$ cat src/verilog/anx_pkg.sv
package anx_pkg;
  // ----------------------------------------
  // Register indices, byte address is 4x
  // ----------------------------------------
  localparam logic [5:0] PARTNER_NP_IDX = 6'h05;
  localparam logic [5:0] AUTONEG_EXP_IDX = 6'h06;
  localparam logic [5:0] IRQ_STATUS_IDX = 6'h10;
  localparam logic [5:0] IRQ_CLEAR_IDX = 6'h11;
  localparam logic [5:0] IRQ_ENABLE_IDX = 6'h12;
  localparam int ADDR_W = 8;
  localparam int IDX_LSB = 2;
  // ----------------------------------------
  // Field positions
  // ----------------------------------------
  localparam int NP_MSG_BIT = 13;
  localparam int NP_ACK_BIT = 12;
  localparam int NP_TOG_BIT = 11;
  localparam int NP_CODE_W = 11;
  localparam int EXP_FAULT_BIT = 4;
  localparam int EXP_LPNP_BIT = 3;
  localparam int EXP_NP_BIT = 2;
  localparam int EXP_PRX_BIT = 1;
  localparam int EXP_LPAN_BIT = 0;
  localparam int IRQ_PAGE_BIT = 0;
  localparam int IRQ_FAULT_BIT = 1;
  localparam int IRQ_W = 2;
  // ----------------------------------------
  // Reset values and responses
  // ----------------------------------------
  localparam logic LOCAL_NP_RESET = 1'b1;
  localparam logic [1:0] RESP_OKAY = 2'h0;
  localparam logic [1:0] RESP_SLVERR = 2'h2;
endpackage : anx_pkg

$ cat src/verilog/anx_status_regs.sv
// Our own choice: the AXI4-Lite slave port.
`timescale 1ns/1ns
// What this block does
// - Bit 13 shows received message page flag
// - Bit 12 shows partner can comply
// - Bit 11 shows received toggle status
// - Bits 10:0 show received code field
// - Expansion bits 15:5 read zero, ignore writes
// - Expansion bit 4 shows parallel detect fault
// - Expansion bit 3 shows partner next page
// - Expansion bit 2 reads one, local next page
// - Expansion bit 1 sets on page, clears on read
// - Expansion bit 0 shows partner autoneg ability
module anx_status_regs
(
  input wire logic mclk,
  input wire logic rst_b,
  input wire logic [anx_pkg::ADDR_W-1:0] s_axi_awaddr,
  input wire logic s_axi_awvalid,
  output logic s_axi_awready,
  input wire logic [31:0] s_axi_wdata,
  input wire logic [3:0] s_axi_wstrb,
  input wire logic s_axi_wvalid,
  output logic s_axi_wready,
  output logic [1:0] s_axi_bresp,
  output logic s_axi_bvalid,
  input wire logic s_axi_bready,
  input wire logic [anx_pkg::ADDR_W-1:0] s_axi_araddr,
  input wire logic s_axi_arvalid,
  output logic s_axi_arready,
  output logic [31:0] s_axi_rdata,
  output logic [1:0] s_axi_rresp,
  output logic s_axi_rvalid,
  input wire logic s_axi_rready,
  input wire logic page_valid,
  input wire logic rx_message_page,
  input wire logic rx_comply,
  input wire logic rx_toggle,
  input wire logic [anx_pkg::NP_CODE_W-1:0] rx_code,
  input wire logic parallel_detect_fault,
  input wire logic partner_next_page_capable,
  input wire logic partner_autoneg_capable,
  output logic irq
);
  import anx_pkg::*;

  // ----------------------------------------
  // Reset release
  // ----------------------------------------
  logic rst_meta_b;
  logic rst_sync_b;

  always_ff @(posedge mclk or negedge rst_b)
  begin
    if (!rst_b)
    begin
      rst_meta_b <= 1'b0;
      rst_sync_b <= 1'b0;
    end
    else
    begin
      rst_meta_b <= 1'b1;
      rst_sync_b <= rst_meta_b;
    end
  end

  // ----------------------------------------
  // State
  // ----------------------------------------
  logic message_page_flag, next_message_page_flag;
  logic partner_comply_flag, next_partner_comply_flag;
  logic toggle_flag, next_toggle_flag;
  logic [NP_CODE_W-1:0] code_field, next_code_field;
  logic page_received, next_page_received;
  logic local_next_page_capable, next_local_next_page_capable;
  logic fault_last, next_fault_last;
  logic [IRQ_W-1:0] irq_status, next_irq_status;
  logic [IRQ_W-1:0] irq_enable, next_irq_enable;
  logic aw_held, next_aw_held;
  logic w_held, next_w_held;
  logic [5:0] aw_idx, next_aw_idx;
  logic [31:0] wdata_q, next_wdata_q;
  logic [3:0] wstrb_q, next_wstrb_q;
  logic bvalid_q, next_bvalid_q;
  logic [1:0] bresp_q, next_bresp_q;
  logic rvalid_q, next_rvalid_q;
  logic [1:0] rresp_q, next_rresp_q;
  logic [31:0] rdata_q, next_rdata_q;
  logic rd_take, wr_fire, exp_read;
  logic [5:0] ar_idx;
  logic [15:0] np_word, exp_word;
  logic [IRQ_W-1:0] events;

  assign ar_idx = s_axi_araddr[IDX_LSB+5:IDX_LSB];
  assign s_axi_arready = !rvalid_q;
  assign s_axi_awready = !aw_held && !bvalid_q;
  assign s_axi_wready = !w_held && !bvalid_q;
  assign rd_take = s_axi_arvalid && s_axi_arready;
  assign exp_read = rd_take && (ar_idx == AUTONEG_EXP_IDX);
  assign wr_fire = aw_held && w_held && !bvalid_q;
  assign s_axi_bvalid = bvalid_q;
  assign s_axi_bresp = bresp_q;
  assign s_axi_rvalid = rvalid_q;
  assign s_axi_rresp = rresp_q;
  assign s_axi_rdata = rdata_q;
  assign irq = |(irq_status & irq_enable);

  always_comb
  begin
    np_word = 16'h0000;
    np_word[NP_MSG_BIT] = message_page_flag;
    np_word[NP_ACK_BIT] = partner_comply_flag;
    np_word[NP_TOG_BIT] = toggle_flag;
    np_word[NP_CODE_W-1:0] = code_field;
    exp_word = 16'h0000;
    exp_word[EXP_FAULT_BIT] = parallel_detect_fault;
    exp_word[EXP_LPNP_BIT] = partner_next_page_capable;
    exp_word[EXP_NP_BIT] = local_next_page_capable;
    exp_word[EXP_PRX_BIT] = page_received;
    exp_word[EXP_LPAN_BIT] = partner_autoneg_capable;
  end

  // ----------------------------------------
  // Next page capture and events
  // ----------------------------------------
  always_comb
  begin
    next_message_page_flag = message_page_flag;
    next_partner_comply_flag = partner_comply_flag;
    next_toggle_flag = toggle_flag;
    next_code_field = code_field;
    next_local_next_page_capable = local_next_page_capable;
    next_fault_last = parallel_detect_fault;
    if (page_valid)
    begin
      next_message_page_flag = rx_message_page;
      next_partner_comply_flag = rx_comply;
      next_toggle_flag = rx_toggle;
      next_code_field = rx_code;
    end
    // Set wins over clear-on-read, so no page is lost
    next_page_received = page_received;
    if (exp_read)
      next_page_received = 1'b0;
    if (page_valid)
      next_page_received = 1'b1;
    events = '0;
    events[IRQ_PAGE_BIT] = page_valid;
    events[IRQ_FAULT_BIT] = parallel_detect_fault && !fault_last;
    next_irq_status = irq_status;
    next_irq_enable = irq_enable;
    if (wr_fire && wstrb_q[0] && aw_idx == IRQ_CLEAR_IDX)
      next_irq_status = irq_status & ~wdata_q[IRQ_W-1:0];
    if (wr_fire && wstrb_q[0] && aw_idx == IRQ_ENABLE_IDX)
      next_irq_enable = wdata_q[IRQ_W-1:0];
    next_irq_status = next_irq_status | events;
  end

  // ----------------------------------------
  // Bus slave
  // ----------------------------------------
  always_comb
  begin
    next_aw_held = aw_held;
    next_w_held = w_held;
    next_aw_idx = aw_idx;
    next_wdata_q = wdata_q;
    next_wstrb_q = wstrb_q;
    next_bvalid_q = bvalid_q;
    next_bresp_q = bresp_q;
    if (s_axi_awvalid && s_axi_awready)
    begin
      next_aw_held = 1'b1;
      next_aw_idx = s_axi_awaddr[IDX_LSB+5:IDX_LSB];
    end
    if (s_axi_wvalid && s_axi_wready)
    begin
      next_w_held = 1'b1;
      next_wdata_q = s_axi_wdata;
      next_wstrb_q = s_axi_wstrb;
    end
    if (wr_fire)
    begin
      next_aw_held = 1'b0;
      next_w_held = 1'b0;
      next_bvalid_q = 1'b1;
      // Status registers accept writes silently and keep their value
      case (aw_idx)
        PARTNER_NP_IDX, AUTONEG_EXP_IDX, IRQ_STATUS_IDX,
        IRQ_CLEAR_IDX, IRQ_ENABLE_IDX: next_bresp_q = RESP_OKAY;
        default: next_bresp_q = RESP_SLVERR;
      endcase
    end
    else if (bvalid_q && s_axi_bready)
      next_bvalid_q = 1'b0;
    next_rvalid_q = rvalid_q;
    next_rresp_q = rresp_q;
    next_rdata_q = rdata_q;
    if (rd_take)
    begin
      next_rvalid_q = 1'b1;
      next_rresp_q = RESP_OKAY;
      case (ar_idx)
        PARTNER_NP_IDX: next_rdata_q = {16'h0000, np_word};
        AUTONEG_EXP_IDX: next_rdata_q = {16'h0000, exp_word};
        IRQ_STATUS_IDX: next_rdata_q = {30'h0, irq_status};
        IRQ_ENABLE_IDX: next_rdata_q = {30'h0, irq_enable};
        IRQ_CLEAR_IDX: next_rdata_q = 32'h0000_0000;
        default:
        begin
          next_rdata_q = 32'h0000_0000;
          next_rresp_q = RESP_SLVERR;
        end
      endcase
    end
    else if (rvalid_q && s_axi_rready)
      next_rvalid_q = 1'b0;
  end

  always_ff @(posedge mclk or negedge rst_sync_b)
  begin
    if (!rst_sync_b)
    begin
      message_page_flag <= 1'b0;
      partner_comply_flag <= 1'b0;
      toggle_flag <= 1'b0;
      code_field <= '0;
      page_received <= 1'b0;
      local_next_page_capable <= LOCAL_NP_RESET;
      fault_last <= 1'b0;
      irq_status <= '0;
      irq_enable <= '0;
      aw_held <= 1'b0;
      w_held <= 1'b0;
      aw_idx <= 6'h00;
      wdata_q <= 32'h0000_0000;
      wstrb_q <= 4'h0;
      bvalid_q <= 1'b0;
      bresp_q <= RESP_OKAY;
      rvalid_q <= 1'b0;
      rresp_q <= RESP_OKAY;
      rdata_q <= 32'h0000_0000;
    end
    else
    begin
      message_page_flag <= next_message_page_flag;
      partner_comply_flag <= next_partner_comply_flag;
      toggle_flag <= next_toggle_flag;
      code_field <= next_code_field;
      page_received <= next_page_received;
      local_next_page_capable <= next_local_next_page_capable;
      fault_last <= next_fault_last;
      irq_status <= next_irq_status;
      irq_enable <= next_irq_enable;
      aw_held <= next_aw_held;
      w_held <= next_w_held;
      aw_idx <= next_aw_idx;
      wdata_q <= next_wdata_q;
      wstrb_q <= next_wstrb_q;
      bvalid_q <= next_bvalid_q;
      bresp_q <= next_bresp_q;
      rvalid_q <= next_rvalid_q;
      rresp_q <= next_rresp_q;
      rdata_q <= next_rdata_q;
    end
  end
endmodule : anx_status_regs
$ cat config.mk
export PLATFORM = sky130hd
export DESIGN_NAME = anx_status_regs
export DESIGN_NICKNAME = d
export VERILOG_FILES = /design/src/verilog/anx_pkg.sv /design/src/verilog/anx_status_regs.sv
export SDC_FILE = /design/constraint.sdc
export NUM_CORES = 1
export LEC_CHECK = 0
export ABC_AREA = 0
export BUFFER_PORTS_ARGS = -buffer_cell sky130_fd_sc_hd__buf_2
export CORE_AREA = 2 2 62 87
export DETAILED_ROUTE_END_ITERATION = 8
export DIE_AREA = 0 0 64 89
export HOLD_SLACK_MARGIN = 0.08
export PLACE_DENSITY = 0.88
export REMOVE_ABC_BUFFERS = 1
export SLEW_MARGIN = 5
export SYNTH_ARGS = -nofsm -noshare
export SYNTH_HDL_FRONTEND = slang
export SYNTH_SLANG_ARGS = --single-unit
$ cat constraint.sdc
create_clock -name mclk -period 4.25 [get_ports mclk]
set_input_delay 0.6375 -clock mclk [delete_from_list [all_inputs] [get_ports mclk]]
set_output_delay 0.6375 -clock mclk [all_outputs]
set_load 0.01 [all_outputs]
==> results of run 1 <==
area by class of cell:
cell class | count | share of cell area
Inverter | 3 | 0.00419
Clock inverter | 2 | 0.00605
Multi-Input combinational cell | 138 | 0.337
Timing Repair Buffer | 62 | 0.117
Tap cell | 64 | 0.0298
Sequential cell | 51 | 0.475
Clock buffer | 6 | 0.0307
kinds of logic after synthesis:
| family | share of synthesized area |
|---|---|
| AOI/OAI and AO/OA | 0.0855 |
| muxes | 0.131 |
| buffers and inverters | 0.0866 |
| DFF | 0.552 |
| and+or+nand+nor | 0.141 |
| other | 0.00325 |
path summary, 6_finish.rpt:
check                                    startpoint                          to  slack (ns)  cells past startpoint
setup / recovery                      s_axi_arvalid  s_axi_rdata[1]$_DFFE_PN0N_        2.44                      4
hold / removal                 rst_meta_b$_DFF_PN0_        rst_sync_b$_DFF_PN0_        0.35                      0
setup reg to reg           s_axi_rvalid$_DFFE_PN0P_  s_axi_rdata[1]$_DFFE_PN0N_        2.48                      3
hold reg to reg                rst_meta_b$_DFF_PN0_        rst_sync_b$_DFF_PN0_        0.35                      0
max in group asynchronous      rst_sync_b$_DFF_PN0_   irq_enable[0]$_DFFE_PN0P_        3.16                      0
min in group asynchronous      rst_sync_b$_DFF_PN0_   code_field[9]$_DFFE_PN0P_        0.46                      0
cells in the final DEF, fill, tap and decap left out, drive strengths merged, types with 2 or more instances in the layout:
master and instances:
buf 61, dfrtp 51, mux2 27, nand2 24, conb 21, nor2 11, nand3 9, o21ai 8
clkbuf 6, a21oi 4, a31oi 4, a21o 3, inv 3, nand2b 3, nor2b 3, nand3b 2
nand4b 2, a22o 2, and2 2, a22oi 2, a2bb2oi 2, nor4 2, a221oi 2
metrics by stage:
step	instance area [um^2]	hold slack, ns	total power, mW	setup slack [ns]	util
after CTS	2680	0.0917	1.24	2.45	0.553
after global placement	2580	0.337	0.940	2.16	0.533
after detailed placement	2580	0.340	0.957	2.14	0.533
final	2690	0.346	1.23	2.44	0.556
after floorplan	2190	0.331	0.849	2.50	-
after global routing	2690	0.365	1.32	2.29	0.556
flip-flops by register name, indices dropped and copies added, names as in the netlist, 2 cells and up:
name	count
irq_status	2
wdata_q	2
irq_enable	2
code_field	11
s_axi_rdata	14
aw_idx	6
critical path: stages:
cell and delay [ns]:
buf_2 0.09, nor2b_1 0.85, o21ai_0 0.27, o21ai_1 0.18
synthesized netlist by cell type:
cell        n
and2_1      2
a2bb2oi_1   2
mux2_2     27
or2b_2      1
a22oi_1     2
a221oi_1    1
a31oi_1     4
inv_1       3
buf_4      20
nor2_2      1
nand2b_1    3
nand2_1    24
nor2_1      8
a2111oi_0   1
and3b_1     1
a21o_1      3
buf_2       1
buf_6       2
or4b_4      1
nor4_1      1
clkbuf_1    3
nand4b_1    2
a221oi_2    1
a22o_1      2
a21oi_1     4
nand3b_1    2
dfrtp_1    51
o21ai_0     6
a211oi_1    1
nand3_1     9
conb_1      2
nor2b_1     3
nor2_4      2
nor4_2      1
o21ai_1     2
where the power goes:
group	switching, mW	internal (mW)
combinational	0.127	0.150
clock	0.154	0.133
sequential	0.0857	0.578
timing repair:
item | in CTS | in global routing
hold buffers | 0 | 1
resized for setup | 0 | 0
hold endpoints to repair | 0 | 1
layer usage:
layer / up-vias / track usage / wire [um]
met5: - / 0 / 0
met4: 0 / 0.0652 / 38
met3: 4 / 0.0264 / 232
met2: 63 / 0.282 / 2100
met1: 790 / 0.176 / 1630
li1: 769 / - / -
==> flow_summary.html, run 1 <==
<table>
<tr><th>Metric</th><th>Value</th></tr>
<tr><th colspan="2">Logic synthesis</th></tr>
<tr><td>Synthesized instance count</td><td>199</td></tr>
<tr><td>Syn. warnings</td><td>0</td></tr>
<tr><td>Post-Syn Area per Cell</td><td>11.6 um^2</td></tr>
<tr><td>Sequential share of the synthesized area</td><td>0.552</td></tr>
<tr><td>Distinct cell type count after synthesis</td><td>35</td></tr>
<tr><td>Fraction of synthesized cell area taken by the top area cell type</td><td>0.552</td></tr>
<tr><td>Cell area after technology mapping</td><td>2310 um^2</td></tr>
<tr><td>Register bit count reported by yosys</td><td>51</td></tr>
<tr><td>Dominant cell type by area after synthesis</td><td>dfrtp_1</td></tr>
<tr><td>Main area contributors after synthesis</td><td>dfrtp_1, mux2_2, buf_4</td></tr>
<tr><th colspan="2">Finish</th></tr>
<tr><td>Count of filler cells inserted in the layout</td><td>424</td></tr>
<tr><td>Fraction of final layout cells sized beyond drive strength 1</td><td>0.397</td></tr>
<tr><td>Antenna diodes</td><td>0</td></tr>
<tr><td>Final cell count without fillers</td><td>326</td></tr>
<tr><td>Number of nets in the finished design</td><td>338</td></tr>
<tr><td>Multi-input gate area</td><td>907 um^2</td></tr>
<tr><td>Footprint of the flip-flops and latches</td><td>1280 um^2</td></tr>
<tr><td>Area growth from synthesis to layout</td><td>16.3%</td></tr>
<tr><th colspan="2">Placement</th></tr>
<tr><td>DP Cell Count</td><td>317</td></tr>
<tr><td>Estimated wirelength of the detail-placed design</td><td>3000 um</td></tr>
<tr><td>Weighted congestion at the end of routability-driven global placement</td><td>0.779</td></tr>
<tr><td>Port buffer count</td><td>61</td></tr>
<tr><th colspan="2">STA</th></tr>
<tr><td>RSZ-0062 raised after global routing</td><td>false</td></tr>
<tr><td>Final Hold Violating Endpoints</td><td>0</td></tr>
<tr><td>Final sum of negative setup slack</td><td>0 ns</td></tr>
<tr><td>Maximum operating frequency</td><td>0.553 GHz</td></tr>
<tr><td>Post-route minimum period</td><td>between 1.5 and 2 ns</td></tr>
<tr><td>Final Slew Violations</td><td>0</td></tr>
<tr><td>Share of the cycle needed by the critical path after routing</td><td>0.425</td></tr>
<tr><td>Pin slew with the least headroom to its limit</td><td>1.09 ns</td></tr>
<tr><td>Max transition margin</td><td>0.271</td></tr>
<tr><td>Final setup violating endpoints</td><td>0</td></tr>
<tr><td>Maximum clock skew at final layout</td><td>about 0.014 ns</td></tr>
<tr><th colspan="2">Die</th></tr>
<tr><td>Die width</td><td>64 um</td></tr>
<tr><td>Die Y-Extent</td><td>89 um</td></tr>
<tr><td>Total number of placement rows</td><td>30</td></tr>
<tr><td>Area of the core</td><td>between 4000 and 5000 um^2</td></tr>
<tr><td>Initial Utilization</td><td>0.478</td></tr>
<tr><td>I/O pin total</td><td>119</td></tr>
<tr><td>Die ar.</td><td>5700 um^2</td></tr>
<tr><th colspan="2">Setup path</th></tr>
<tr><td>Worst EP required</td><td>4.48 ns</td></tr>
<tr><td>Endpoint arrival time on the critical path</td><td>2.03 ns</td></tr>
<tr><td>Largest fanout of any net on the critical path</td><td>15</td></tr>
<tr><td>Startpoint type of the worst setup path</td><td>input port</td></tr>
<tr><td>Category of the worst setup path capture point</td><td>register</td></tr>
<tr><td>CP Class</td><td>in2reg</td></tr>
<tr><th colspan="2">CTS</th></tr>
<tr><td>CTS tree</td><td>built</td></tr>
<tr><td>Number of buffers created by CTS</td><td>5</td></tr>
<tr><td>CTS Root Buffer Type</td><td>clkbuf_8</td></tr>
<tr><td>Clk sink count</td><td>51</td></tr>
<tr><td>Number of buffers on the longest clock path</td><td>2</td></tr>
<tr><td>Total number of H-tree levels</td><td>2</td></tr>
<tr><td>Number of buffers inserted to repair setup after CTS</td><td>0</td></tr>
<tr><td>Clock latency at the later pin of the worst-skew pair</td><td>0.30 ns</td></tr>
<tr><td>Clock slew at the register clock pins of the worst setup and hold paths</td><td>~0.10 ns</td></tr>
<tr><th colspan="2">GRT</th></tr>
<tr><td>Wire length of the first global-routing pass</td><td>6820 um</td></tr>
<tr><td>Vias in the first global route</td><td>1576</td></tr>
<tr><td>Number of antenna violations at the first check in global routing</td><td>0</td></tr>
<tr><td>Maximum number of pins on one net before global-route repair</td><td>50</td></tr>
<tr><td>Global Route Usage Sum</td><td>0.154</td></tr>
<tr><td>Final global-route overflow total</td><td>0</td></tr>
<tr><th colspan="2">Power</th></tr>
<tr><td>Static leakage power</td><td>1.32 nW</td></tr>
<tr><td>Pwr Density</td><td>457 nW/um^2</td></tr>
<tr><td>Largest voltage drop on the vdd net</td><td>0.000320 V</td></tr>
<tr><th colspan="2">Route</th></tr>
<tr><td>Residual DRC</td><td>0</td></tr>
<tr><td>Antenna violation net count after detailed routing</td><td>0</td></tr>
<tr><td>DR iter-0 viols</td><td>122</td></tr>
<tr><td>1st-pass router iterations</td><td>4</td></tr>
<tr><td>Total length of routed wires</td><td>4000 um</td></tr>
<tr><td>Routed vias/inst</td><td>4.99</td></tr>
<tr><td>Detailed-route via count</td><td>around 1600</td></tr>
<tr><td>Wire length per cell</td><td>12.3 um</td></tr>
<tr><th colspan="2">Outcome</th></tr>
<tr><td>Run status</td><td>completed</td></tr>
<tr><th colspan="2">Hold path</th></tr>
<tr><td>Worst hold-check path type</td><td>reg2reg</td></tr>
<tr><th colspan="2">Run</th></tr>
<tr><td>Number of violations of the max-capacitance limit</td><td>0</td></tr>
</table>
Power figures use the tool's default switching activity.
==> run 2: changes to the inputs <==
--- a/config.mk
+++ b/config.mk
@@ -7,11 +7,11 @@
 export LEC_CHECK = 0
 export ABC_AREA = 0
 export BUFFER_PORTS_ARGS = -buffer_cell sky130_fd_sc_hd__buf_2
-export CORE_AREA = 2 2 62 87
+export CORE_AREA = 2 2 64 90
 export DETAILED_ROUTE_END_ITERATION = 8
-export DIE_AREA = 0 0 64 89
+export DIE_AREA = 0 0 66 92
 export HOLD_SLACK_MARGIN = 0.08
-export PLACE_DENSITY = 0.88
+export PLACE_DENSITY = 0.84
 export REMOVE_ABC_BUFFERS = 1
 export SLEW_MARGIN = 5
 export SYNTH_ARGS = -nofsm -noshare
==> constraint.sdc (replaced) <==
create_clock -name mclk -period 1.73 [get_ports mclk]
set_input_delay 0.2595 -clock mclk [delete_from_list [all_inputs] [get_ports mclk]]
set_output_delay 0.2595 -clock mclk [all_outputs]
set_load 0.01 [all_outputs]
==> run 2 against run 1 <==
  * Clock power grew 130%
  * Sequential power grew 140%
  * Largest power group unchanged
  * Critical path depth is the same
  * Critical path type is now reg2reg
  * Sequential share of layout area fell by 0.65 points
  * Highest routed layer unchanged
  * Hold slack got worse by 0.22 ns
  * Worst setup slack lost 2.3 ns
  * Via count grew 1.2%
  * Register-to-register slack lost 2.4 ns
==> flow_summary.html, run 2 (same netlist as run 1, synthesis figures left out) <==
<table>
<tr><th>Metric</th><th>Value</th></tr>
<tr><th colspan="2">Die</th></tr>
<tr><td>I/O pin total</td><td>119 (unchanged)</td></tr>
<tr><td>Die width</td><td>66 um (+3.1%)</td></tr>
<tr><td>Initial Utilization</td><td>0.431 (-0.0465)</td></tr>
<tr><td>Total number of placement rows</td><td>32 (+6.7%)</td></tr>
<tr><td>Die Y-Extent</td><td>92 um (+3.4%)</td></tr>
<tr><td>Area of the core</td><td>5370 um^2 (+11%)</td></tr>
<tr><td>Die ar.</td><td>6070 um^2 (+6.6%)</td></tr>
<tr><th colspan="2">Finish</th></tr>
<tr><td>Number of nets in the finished design</td><td>342 (+1.2%)</td></tr>
<tr><td>Area growth from synthesis to layout</td><td>18.0%</td></tr>
<tr><td>Fraction of final layout cells sized beyond drive strength 1</td><td>0.406 (+0.00907)</td></tr>
<tr><td>Antenna diodes</td><td>0 (unchanged)</td></tr>
<tr><td>Most common library cell in the layout ignoring fill and taps</td><td>buf_2</td></tr>
<tr><td>Number of flip-flops under the largest register name</td><td>14 (unchanged)</td></tr>
<tr><td>Highest-count cells in the layout ignoring fill and taps</td><td>buf_2, dfrtp_1, mux2_2, nand2_1, conb_1</td></tr>
<tr><th colspan="2">CTS</th></tr>
<tr><td>Number of buffers created by CTS</td><td>5 (unchanged)</td></tr>
<tr><td>Clock latency at the later pin of the worst-skew pair</td><td>0.30 ns (about the same)</td></tr>
<tr><td>Number of buffers on the longest clock path</td><td>2 (unchanged)</td></tr>
<tr><td>Clk sink count</td><td>51 (unchanged)</td></tr>
<tr><td>CTS tree</td><td>built</td></tr>
<tr><td>Clock slew at the register clock pins of the worst setup and hold paths</td><td>0.10 ns (about the same)</td></tr>
<tr><td>CTS-repair resized insts</td><td>0 (unchanged)</td></tr>
<tr><td>CTS Root Buffer Type</td><td>clkbuf_8</td></tr>
<tr><td>Total number of H-tree levels</td><td>2 (unchanged)</td></tr>
<tr><th colspan="2">STA</th></tr>
<tr><td>Final sum of negative setup slack</td><td>0 ns (unchanged)</td></tr>
<tr><td>Share of the cycle needed by the critical path after routing</td><td>0.926</td></tr>
<tr><td>Pin slew with the least headroom to its limit</td><td>0.612 ns (-0.479 ns)</td></tr>
<tr><td>Final Hold Violating Endpoints</td><td>0 (unchanged)</td></tr>
<tr><td>Max transition margin</td><td>0.592 (+0.321)</td></tr>
<tr><td>Maximum operating frequency</td><td>0.624 GHz</td></tr>
<tr><td>Final Slew Violations</td><td>0 (unchanged)</td></tr>
<tr><td>Maximum clock skew at final layout</td><td>0.00821 ns (-0.00539 ns)</td></tr>
<tr><td>RSZ-0062 raised after global routing</td><td>false</td></tr>
<tr><td>Final setup violating endpoints</td><td>0 (unchanged)</td></tr>
<tr><td>Post-route minimum period</td><td>1.60 ns</td></tr>
<tr><th colspan="2">Power</th></tr>
<tr><td>Internal power</td><td>2.08 mW (+140%)</td></tr>
<tr><td>Clock Power Share</td><td>0.224 (-0.010)</td></tr>
<tr><td>Largest voltage drop on the vdd net</td><td>0.000901 V (+180%)</td></tr>
<tr><td>Total power consumption of the routed design</td><td>3.00 mW (+140%)</td></tr>
<tr><td>Static leakage power</td><td>1.33 nW (+1.2%)</td></tr>
<tr><td>Share of total power consumed by net switching</td><td>0.307 (+0.00813)</td></tr>
<tr><td>Pwr Density</td><td>1100 nW/um^2 (+140%)</td></tr>
<tr><td>Flop pwr share</td><td>0.536 (-0.004)</td></tr>
<tr><td>Combinational power share</td><td>0.240 (+0.014)</td></tr>
<tr><td>Net switching power</td><td>0.922 mW (+150%)</td></tr>
<tr><th colspan="2">GRT</th></tr>
<tr><td>Vias in the first global route</td><td>1586 (+0.63%)</td></tr>
<tr><td>Number of antenna violations at the first check in global routing</td><td>0 (unchanged)</td></tr>
<tr><td>Wire length of the first global-routing pass</td><td>6980 um (+2.2%)</td></tr>
<tr><td>Final global-route overflow total</td><td>0 (unchanged)</td></tr>
<tr><td>Maximum number of pins on one net before global-route repair</td><td>50 (unchanged)</td></tr>
<tr><td>Global Route Usage Sum</td><td>0.147 (-0.00672)</td></tr>
<tr><th colspan="2">Hold path</th></tr>
<tr><td>Worst hold-check path type</td><td>in2reg</td></tr>
<tr><td>Hold path depth</td><td>2 (+2)</td></tr>
<tr><td>Hold endpoint</td><td>s_axi_rvalid$_DFFE_PN0P_</td></tr>
<tr><td>Launch instance of the worst min-delay path</td><td>s_axi_rready</td></tr>
<tr><th colspan="2">Setup path</th></tr>
<tr><td>Worst-path cell chain</td><td>nand3b_1, nor4_2, and3b_1, mux2_2</td></tr>
<tr><td>Kind of cell adding the most delay to the critical path</td><td>simple AND/OR/NAND/NOR gates</td></tr>
<tr><td>CP max stage delay</td><td>0.43 ns (-0.42 ns)</td></tr>
<tr><td>Startpoint type of the worst setup path</td><td>register</td></tr>
<tr><td>Worst EP required</td><td>1.91 ns (-2.57 ns)</td></tr>
<tr><td>CP Class</td><td>reg2reg</td></tr>
<tr><td>Flop2flop setup slack</td><td>0.13 ns (-2.35 ns)</td></tr>
<tr><td>Largest fanout of any net on the critical path</td><td>5 (-10)</td></tr>
<tr><td>Worst r2r path cells</td><td>4 (+1)</td></tr>
<tr><td>End of the worst register-to-register path</td><td>irq_enable[1]$_DFFE_PN0P_</td></tr>
<tr><td>Category of the worst setup path capture point</td><td>register</td></tr>
<tr><td>Critical register-to-register path startpoint</td><td>s_axi_bvalid$_DFFE_PN0P_</td></tr>
<tr><td>Count of buffer and inverter cells on the critical path</td><td>0 (-1)</td></tr>
<tr><td>Endpoint arrival time on the critical path</td><td>1.78 ns (-0.25 ns)</td></tr>
<tr><td>Cell with the largest stage delay on the worst path</td><td>dfrtp_1</td></tr>
<tr><th colspan="2">Route</th></tr>
<tr><td>Routed vias/inst</td><td>4.93 (-1.2%)</td></tr>
<tr><td>1st-pass router iterations</td><td>5 (+1)</td></tr>
<tr><td>Residual DRC</td><td>0 (unchanged)</td></tr>
<tr><td>Wire length per cell</td><td>12.7 um (+3.7%)</td></tr>
<tr><td>Detailed-route via count</td><td>1646 (+1.2%)</td></tr>
<tr><td>Antenna violation net count after detailed routing</td><td>0 (unchanged)</td></tr>
<tr><td>DR iter-0 viols</td><td>93 (-24%)</td></tr>
<tr><td>Total length of routed wires</td><td>4250 um (+6.2%)</td></tr>
<tr><th colspan="2">Placement</th></tr>
<tr><td>Port buffer count</td><td>61 (unchanged)</td></tr>
<tr><td>Estimated wirelength of the detail-placed design</td><td>3070 um (+2.3%)</td></tr>
<tr><td>Weighted congestion at the end of routability-driven global placement</td><td>0.752 (-3.4%)</td></tr>
<tr><th colspan="2">Outcome</th></tr>
<tr><td>Run status</td><td>completed</td></tr>
<tr><th colspan="2">Run</th></tr>
<tr><td>Number of violations of the max-capacitance limit</td><td>0 (unchanged)</td></tr>
</table>
run 2: changes by cell type in the layout (fill, tap and decap cells not counted):
| cell | before | now |
|---|---|---|
| buf_12 | 0 | 1 |
| buf_4 | 0 | 3 |
| clkinv_2 | 0 | 1 |
| clkbuf_8 | 6 | 5 |
| clkinv_4 | 1 | 0 |
| clkinvlp_4 | 1 | 2 |
run 2: power by group through the flow:
| stage | registers, mW | logic, mW | clock network [mW] |
|---|---|---|---|
| floorplan | 1.62 | 0.465 | 0 |
| global placement | 1.62 | 0.697 | 0 |
| detailed placement | 1.63 | 0.727 | 0 |
| CTS | 1.61 | 0.730 | 0.696 |
| global route | 1.65 | 0.801 | 0.745 |
| finish | 1.61 | 0.720 | 0.673 |
run 2: layout make-up:
cell class | count | area (um^2)
tap | 68 | 85.1
timing repair buffer | 66 | 358
inverter | 3 | 11.3
clock inverter | 3 | 20.0
multi-input combinational | 138 | 907
sequential | 51 | 1280
fill | 520 | 2640
clock buffer | 5 | 68.8
run 2: repair_timing:
action | in CTS | in global routing
setup endpoints to repair | 0 | 2
hold buffers | 1 | 0
endpoints found under the hold margin | 2 | 0
buffers inserted | 0 | 0
run 2: worst max path at each step:
stage                                   from  depth (start not counted)                   endpoint
global route        s_axi_bvalid$_DFFE_PN0P_                          4  irq_enable[0]$_DFFE_PN0P_
finish              s_axi_bvalid$_DFFE_PN0P_                          4  irq_enable[1]$_DFFE_PN0P_
CTS                 s_axi_bvalid$_DFFE_PN0P_                          4  irq_enable[1]$_DFFE_PN0P_
detailed placement  s_axi_bvalid$_DFFE_PN0P_                          4  irq_enable[1]$_DFFE_PN0P_
global placement    s_axi_bvalid$_DFFE_PN0P_                          4  irq_enable[0]$_DFFE_PN0P_
floorplan           s_axi_bvalid$_DFFE_PN0P_                          4  irq_enable[0]$_DFFE_PN0P_
run 2: per-layer routing:
layer | vias to the layer above | routed length, um | global-route usage
met5 | - | 0 | 0
met4 | 0 | 54 | 0.0340
met3 | 13 | 319 | 0.0429
met2 | 72 | 2220 | 0.263
met1 | 786 | 1660 | 0.169
li1 | 775 | - | -
run 2: stage by stage:
stage,instances,cell area [um^2],hold slack (ns),util,setup slack [ns]
3_3_place_gp,325,2630,0.0447,0.490,0.0987
5_1_grt,334,2730,0.119,0.508,0.00452
6_report,334,2730,0.126,0.508,0.128
3_5_place_dp,325,2630,0.0459,0.490,0.0637
2_1_floorplan,192,2190,-0.0361,-,0.138
4_1_cts,334,2730,0.113,0.508,0.0376
